## src/pkg/eih_cfg.svh

```systemverilog
`ifndef EIH_CFG_SVH
`define EIH_CFG_SVH
`define EIH_RING_NREG       3
`define EIH_SVC_NREG        5
`define EIH_REG_W           8
`define EIH_CWI_BIT         3
`define EIH_ZERO8           8'h00
`define EIH_RING_SEL_W      2
`define EIH_SVC_SEL_W       3
`define EIH_STATE_ATTENTION_IDX        3'h0
`define EIH_ESR_IDX         2'h0
`define EIH_SVC_PROBE       3'h1
`define EIH_RING_PROBE      2'h1
`define EIH_PROBE_LSB       8
`define EIH_MAR_PROBE       6
`endif

```

## src/pkg/eih_pkg.sv

```systemverilog
package eih_pkg;
    typedef logic [7:0] eih_byte_t;
endpackage : eih_pkg

```

## src/verilog/eih_event_hier.sv

```systemverilog
// Overview of operation
// - two active-low interrupt outputs: ring engine group and system-interface group
// - master attention bit is one when attention and its notify bits are both one
// - system-interface interrupt asserts when a master attention bit and master notify bit are one
// - attention bits update only where compare bit equals the present bit
// - reading an event register copies the value into the group compare register
// - one compare register per group, shared by every event register in it
// - master attention is derived, never written directly
// - ring condition register always shows merged masked latch outputs
// - latched condition clears only by writing its latch bit to zero
// - unchanged bits take write data, changed bits keep their value
// - blocked change sets write-inhibit in exception or state attention register
`include "eih_cfg.svh"
module eih_event_hier
    import eih_pkg::*;
#(
    parameter int RING_N = `EIH_RING_NREG,
    parameter int SVC_N  = `EIH_SVC_NREG
) (
    input  wire logic                      core_clk,
    input  wire logic                      sys_rst,
    input  wire logic [RING_N*8-1:0]       ring_event,
    input  wire logic [SVC_N*8-1:0]        service_event,
    input  wire logic [RING_N*8-1:0]       ring_mask,
    input  wire logic [SVC_N*8-1:0]        service_notify,
    input  wire logic [7:0]                master_notify,
    input  wire logic                      ring_rd,
    input  wire logic                      ring_wr,
    input  wire logic [`EIH_RING_SEL_W-1:0] ring_sel,
    input  wire logic                      service_rd,
    input  wire logic                      service_wr,
    input  wire logic [`EIH_SVC_SEL_W-1:0]  service_sel,
    input  wire logic                      ring_cmp_wr,
    input  wire logic                      service_cmp_wr,
    input  wire logic [7:0]                wr_data,
    output logic      [7:0]                ring_rd_data,
    output logic      [7:0]                service_rd_data,
    output logic      [7:0]                ring_compare_reg,
    output logic      [7:0]                service_compare_reg,
    output logic      [7:0]                irq_condition_reg,
    output logic      [7:0]                master_attention,
    output logic                           ring_irq_n,
    output logic                           service_irq_n
);
    eih_byte_t ring_q [RING_N];
    eih_byte_t ring_d [RING_N];
    eih_byte_t svc_q  [SVC_N];
    eih_byte_t svc_d  [SVC_N];
    eih_byte_t rcmp_q, rcmp_d, scmp_q, scmp_d;
    eih_byte_t rrd_q, rrd_d, srd_q, srd_d;
    eih_byte_t icr_c, mar_c;

    // masked conditional write: new value only where compare matches present
    function automatic eih_byte_t cond_wr(eih_byte_t cur, eih_byte_t cmp, eih_byte_t wd);
        return (cur & ~(cur ^ cmp) & wd) | (cur & (cur ^ cmp)) | (~cur & ~(cur ^ cmp) & wd);
    endfunction : cond_wr

    // blocked-change detection: changed bit that the write tried to alter
    function automatic logic cond_blk(eih_byte_t cur, eih_byte_t cmp, eih_byte_t wd);
        return |((cur ^ cmp) & (cur ^ wd));
    endfunction : cond_blk

    always_comb begin
        icr_c = `EIH_ZERO8;
        for (int i = 0; i < RING_N; i++) begin
            icr_c[i] = |(ring_q[i] & ring_mask[i*`EIH_REG_W +: `EIH_REG_W]);
        end
        mar_c = `EIH_ZERO8;
        for (int i = 0; i < SVC_N; i++) begin
            mar_c[`EIH_REG_W-1-i] =
                |(svc_q[i] & service_notify[i*`EIH_REG_W +: `EIH_REG_W]);
        end
    end

    always_comb begin
        for (int i = 0; i < RING_N; i++) begin
            ring_d[i] = ring_q[i];
            if (ring_wr && ring_sel == i[`EIH_RING_SEL_W-1:0]) begin
                ring_d[i] = cond_wr(ring_q[i], rcmp_q, wr_data);
            end
            ring_d[i] = ring_d[i] | ring_event[i*`EIH_REG_W +: `EIH_REG_W];
        end
        if (ring_wr && cond_blk(ring_q[ring_sel], rcmp_q, wr_data)) begin
            ring_d[`EIH_ESR_IDX][`EIH_CWI_BIT] = 1'b1;
        end
        rcmp_d = rcmp_q;
        rrd_d  = rrd_q;
        if (ring_cmp_wr) begin
            rcmp_d = wr_data;
        end
        if (ring_rd) begin
            rrd_d  = ring_q[ring_sel];
            rcmp_d = ring_q[ring_sel];
        end
    end

    always_comb begin
        for (int i = 0; i < SVC_N; i++) begin
            svc_d[i] = svc_q[i];
            if (service_wr && service_sel == i[`EIH_SVC_SEL_W-1:0]) begin
                svc_d[i] = cond_wr(svc_q[i], scmp_q, wr_data);
            end
            svc_d[i] = svc_d[i] | service_event[i*`EIH_REG_W +: `EIH_REG_W];
        end
        if (service_wr && cond_blk(svc_q[service_sel], scmp_q, wr_data)) begin
            svc_d[`EIH_STATE_ATTENTION_IDX][`EIH_CWI_BIT] = 1'b1;
        end
        scmp_d = scmp_q;
        srd_d  = srd_q;
        if (service_cmp_wr) begin
            scmp_d = wr_data;
        end
        if (service_rd) begin
            srd_d  = svc_q[service_sel];
            scmp_d = svc_q[service_sel];
        end
    end

    // ring group registers
    always_ff @(posedge core_clk) begin
        if (sys_rst) begin
            for (int i = 0; i < RING_N; i++) begin
                ring_q[i] <= `EIH_ZERO8;
            end
            rcmp_q <= `EIH_ZERO8;
            rrd_q  <= `EIH_ZERO8;
        end else begin
            ring_q <= ring_d;
            rcmp_q <= rcmp_d;
            rrd_q  <= rrd_d;
        end
    end

    // service group registers
    always_ff @(posedge core_clk) begin
        if (sys_rst) begin
            for (int i = 0; i < SVC_N; i++) begin
                svc_q[i] <= `EIH_ZERO8;
            end
            scmp_q <= `EIH_ZERO8;
            srd_q  <= `EIH_ZERO8;
        end else begin
            svc_q  <= svc_d;
            scmp_q <= scmp_d;
            srd_q  <= srd_d;
        end
    end

    assign ring_rd_data        = rrd_q;
    assign service_rd_data     = srd_q;
    assign ring_compare_reg    = rcmp_q;
    assign service_compare_reg = scmp_q;
    assign irq_condition_reg   = icr_c;
    assign master_attention    = mar_c;
    assign ring_irq_n          = ~(|icr_c);
    assign service_irq_n       = ~(|(mar_c & master_notify));
endmodule : eih_event_hier

```

## config.mk

```make
export PLATFORM = sky130hd
export DESIGN_NAME = eih_event_hier
export DESIGN_NICKNAME = d
export VERILOG_FILES = /design/src/pkg/eih_pkg.sv /design/src/verilog/eih_event_hier.sv
export VERILOG_INCLUDE_DIRS = /design/src /design/src/pkg
export SDC_FILE = /design/constraint.sdc
export NUM_CORES = 1
export LEC_CHECK = 0
export BUFFER_PORTS_ARGS = -buffer_cell sky130_fd_sc_hd__buf_2
export CORE_ASPECT_RATIO = 1.75
export CORE_UTILIZATION = 50
export CTS_BUF_LIST = sky130_fd_sc_hd__clkbuf_16
export DETAILED_ROUTE_END_ITERATION = 10
export GPL_ROUTABILITY_DRIVEN = 0
export GPL_TIMING_DRIVEN = 0
export PLACE_DENSITY_LB_ADDON = 0.3
export SKIP_CTS_REPAIR_TIMING = 1
export SLEW_MARGIN = 20
export SYNTH_ARGS = -nofsm -noshare
export SYNTH_HDL_FRONTEND = slang
export SYNTH_SLANG_ARGS = --single-unit
```

## constraint.sdc

```tcl
create_clock -name core_clk -period 3.21 [get_ports core_clk]
set_clock_uncertainty 0.15 [all_clocks]
set_input_delay 0.642 -clock core_clk [delete_from_list [all_inputs] [get_ports core_clk]]
set_output_delay 0.642 -clock core_clk [all_outputs]
set_load 0.02 [all_outputs]
```

==> After elaboration in Yosys (flattened, before gate mapping) <==
Cells that the tools add are included.
{ "totals": {"regBits": 96, "in_bits": 157, "output_inout_bits": 50, "word_cells": 173} }
{ "op_classes": {"n_lt_le_gt_ge": 2, "eq_ne": 6, "mux": 20, "bitwise_logic": 107, "reduce_logical": 26} }
{ "ops": {"columns": ["cell", "n"], "rows": [
  ["AND 8 bit", 51],
  ["OR 8 bit", 24],
  ["2-to-1 mux 8 bit", 16],
  ["inverter 8 bit", 16],
  ["bitwise XOR 8 bit", 12],
  ["OR reduction 8 bit", 11],
  ["binary-select mux 8 bit (select 3 bit)", 1],
  ["OR reduction 24 bit", 1],
  ["binary-select mux 8 bit (select 2 bit)", 1],
  ["logical AND 1 bit", 10],
  ["equality test 3 x 2 -> 1 bit, second input constant", 2],
  [">= comparator 4 bit, second input constant", 1],
  ["inverter 3 -> 4 bit", 1],
  ["nonzero test 2 bit", 2],
  ["equality test 3 x 1 -> 1 bit, second input constant", 1],
  ["equality test 3 bit, second input constant", 1],
  [">= comparator 3 bit, second input constant", 1],
  ["zero test 3 bit", 1],
  ["inverter 2 -> 3 bit", 1],
  ["equality test 2 x 1 -> 1 bit, second input constant", 1],
  ["equality test 2 bit, second input constant", 1],
  ["zero test 2 bit", 1],
  ["2-to-1 mux 1 bit", 2],
  ["inverter 1 bit", 2]
]} }

==> Depth between registers and ports, before layout <==
{ "logic_depth": {"depth_word": 9, "mapped_depth": 10, "mapped_depth_nobuf": 6} }

==> Worst setup path before layout <==
Ideal clock, no wire load.
{ "synth_timing": {"path_type": "input to output", "start": "in service_notify[10]", "end": "out service_irq_n", "arrival_time_ns": 2.098, "required_ns": 2.418, "slack_ns": 0.320, "cell_stages": 5, "path_buffers": 0, "cell_sequence": "a22oi_1 > nand4_1 > a222oi_1 > inv_1 > a221oi_1"} }
{ "synth_between": {"elab_chain_len": 5} }
{ "synth_lines": {"columns": ["item", "line_no", "rtl"], "rows": [
  ["start, declared", "eih_event_hier.sv:25", "input wire logic [SVC_N*8-1:0] service_notify,"],
  ["AND 8 bit", "eih_event_hier.sv:71", "|(svc_q[i] & service_notify[i*`EIH_REG_W +: `EIH_REG_W]);"],
  ["OR reduction 8 bit", "eih_event_hier.sv:71", null],
  ["via master_attention[6]", "eih_event_hier.sv:41", "output logic [7:0] master_attention,"],
  ["AND 8 bit", "eih_event_hier.sv:156", "assign service_irq_n = ~(|(mar_c & master_notify));"],
  ["OR reduction 8 bit", "eih_event_hier.sv:156", null],
  ["inverter 1 bit", "eih_event_hier.sv:156", null],
  ["end, declared", "eih_event_hier.sv:43", "output logic service_irq_n"]
]} }
The timed path passes the listed nets, and every way through them passes these cells.

==> Final worst setup path <==
{ "layout_timing": {"start": "in service_notify[3]", "end": "out service_irq_n"} }
{ "layout_between": {"elab_chain_len": 5} }
{ "layout_lines": {"columns": ["item", "line_no"], "rows": [
  ["AND 8 bit", "eih_event_hier.sv:71"],
  ["OR reduction 8 bit", "eih_event_hier.sv:71"],
  ["AND 8 bit", "eih_event_hier.sv:156"],
  ["OR reduction 8 bit", "eih_event_hier.sv:156"],
  ["inverter 1 bit", "eih_event_hier.sv:156"]
]} }
No other way between the ends.

==> impl_metrics.toml <==
[status]
outcome = "finished clean"

[yosys]
synth-seq-cells = 96
ys_warn_count = 0
syn_inst = 739
syn_avg_cell_area_um2 = 7.472
synth_area_mm2 = 0.005522
synth.area.top_cells = "dfxtp_1, a21oi_1, nor2_1"
async_flop_share = 0
ys_types = 49
yosys.area.top_type = "dfxtp_1"
synthFlopType = "dfxtp_1"
synth-edff-count = 0
synth.yosys.seq_area_share = 0.3481
yosysTopAreaCellShare = 0.3481

[layout]
largest_reg_flops = 40
reg_top3 = "svc_q x40, ring_q x24"
drive_gt1_frac = 0.2592
antennaDiodeCount = 0
area_growth_pct = 25.76
largest_register = "svc_q"
final_nets = 1102

[worst_setup_path]
slowest_delay_ns = 0.30
worst-r2r-cell-count = 6
arrival_ns = 2.00
rr_endpoint = "svc_q[35]"
reg2reg_slack_ns = 1.04
cp_common_cell = "buf_2"
cp_cell_sequence = "buf_2 -> a22oi_1 -> nand4_1 -> a222oi_1 -> inv_1 -> a221oi_1 -> buf_2"
cp_data_required_time_ns = 2.42
crit_path_top_delay_cell = "a222oi_1"
crit_path_end = "service_irq_n"
cp-start-kind = "input port"
critPathKind = "input port to output pin"
regToRegStartpoint = "svc_q[17]"
cp-startpoint = "service_notify[3]"
path_buf_inv = 3
cp.depth = 7
cp_max_fo = 2
end_kind = "output pin"
crit_family = "compound AO/OA/AOI/OAI gates"

[floorplan]
die-width_um = 81.44
initial_core_util = 0.5161
dieHeight_um = 141.0
core_region_area_mm2 = 0.01070
die_area_mm2 = 0.01148
num_rows = 50
pin_count = 207

[cts]
path_clk_slew_ns = 0.07
htreeDepth = 3
clock_sinks = 96
cts_root_buf = "clkbuf_16"
cts_buffers = 9
cts_tree = "yes"
insertion_delay_ns = 0.35
clock_path_buffers = 2

[grt]
antenna_found_initial = 0
grt_max_degree = 17
grt_overflow = 0
grt_usage = 0.3778
grt_pass1_wl_um = 31720
first_global_vias = 6130

[power_and_ir_drop]
peakVddDrop_uv = 431.3
leakagePower_nw = 3.042
p_per_area_mw_per_mm2 = 472.3

[detailed_routing]
drc_errors = 0
num_vias = 6723
finalWirelength_um = 21630
drt_pass1_iterations = 6
drt_iter0_markers = 660
post_drt_wl_per_cell_um = 20.05
viasPerCell = 6.231
antenna_left = 0

[placement]
post-dp-hpwl_um = 15910
pre_cts_slack_ns = 0.4347
port_buffers = 188

[timing]
tightest_slew_ns = 0.8571
setup_tns_ns = 0
post-route-min-period_ns = 2.792
slew_headroom = 0.4271
drv_slew = 0
timing.hold.ws_ns = 0.2964
period_share = 0.8699
worst_slack_ns = 0.4176
hold_viol_final = 0
grt_setup_unrepaired = "no"
setup_violations = 0
max_freq_mhz = 358.1

[min_path]
hp-start = "service_rd_data[4]"
hp-class = "flip-flop to flip-flop"

[flow_run]
max_cap_violations = 0
## cell type report
cell class | count | area [um^2]
fill | 1023 | 3754
multi-input combinational | 586 | 3331
sequential | 96 | 1922
timing repair buffer | 188 | 940.9
buffer | 62 | 287.8
clock buffer | 9 | 225.2
tap | 130 | 162.7
clock inverter | 6 | 67.56
inverter | 2 | 7.507
## cell families after synthesis
group / Yosys count / share of synthesized area
buffers and inverters: 64 / 0.05348
multiplexers: 47 / 0.08860
AND/OR/NAND/NOR: 217 / 0.1802
other: 1 / 0.0006792
AO/OA/AOI/OAI: 314 / 0.3290
flip-flops: 96 / 0.3481
## worst min path at each step
| stage | end | slack [ns] | depth (start not counted) |
|---|---|---|---|
| floorplan | service_rd_data[2] | 0.39 | 2 |
| global placement | ring_rd_data[1] | 0.28 | 1 |
| detailed placement | service_rd_data[4] | 0.29 | 1 |
| global route | ring_rd_data[2] | 0.32 | 1 |
| CTS | service_rd_data[4] | 0.30 | 1 |
| finish | service_rd_data[4] | 0.30 | 1 |
## per-layer routing
metal	wire [um]	up-vias	global-route usage
met5	0	-	0
met4	1898	0	0.3148
met3	2260	128	0.07443
met2	10280	518	0.6132
met1	7187	3018	0.4094
li1	-	3059	-
## stage by stage
stage	util	cell area (um^2)	power, W	instances
after floorplan	-	5548	0.001860	746
after global placement	0.6218	6651	0.002159	1064
after detailed placement	0.6218	6651	0.002173	1064
after CTS	0.6491	6944	0.003253	1079
after global routing	0.6491	6944	0.003400	1079
final	0.6491	6944	0.003280	1079
## cell usage in the layout, fill, tap and decap left out, types with 15 or more instances in the layout
master      n
buf_2     193
a21oi_1   153
nor2_1    153
dfxtp_1    96
o21ai_0    74
clkbuf_1   41
a22oi_1    32
mux2i_1    32
o21a_1     30
mux2_2     15
## cell usage after synthesis, types with 4 or more instances
master / count
a21oi_1: 153
a22oi_1: 32
and2_1: 11
buf_1: 4
buf_2: 5
buf_4: 11
clkbuf_1: 41
dfxtp_1: 96
mux2_2: 15
mux2i_1: 32
nand2_1: 8
nand3_1: 4
nand4_1: 10
nand4b_1: 4
nor2_1: 153
nor2b_1: 4
o211ai_1: 4
o21a_1: 30
o21ai_0: 74
o2bb2ai_1: 7
or2_2: 6
## where the power goes
group / switching (W) / leakage [nW] / total [W] / internal, W
combinational: 0.000447 / 2.10 / 0.000761 / 0.000314
clock: 0.000498 / 0.140 / 0.00110 / 0.000606
sequential: 0.000130 / 0.802 / 0.00142 / 0.00129
(Power assumes the default switching activity.)
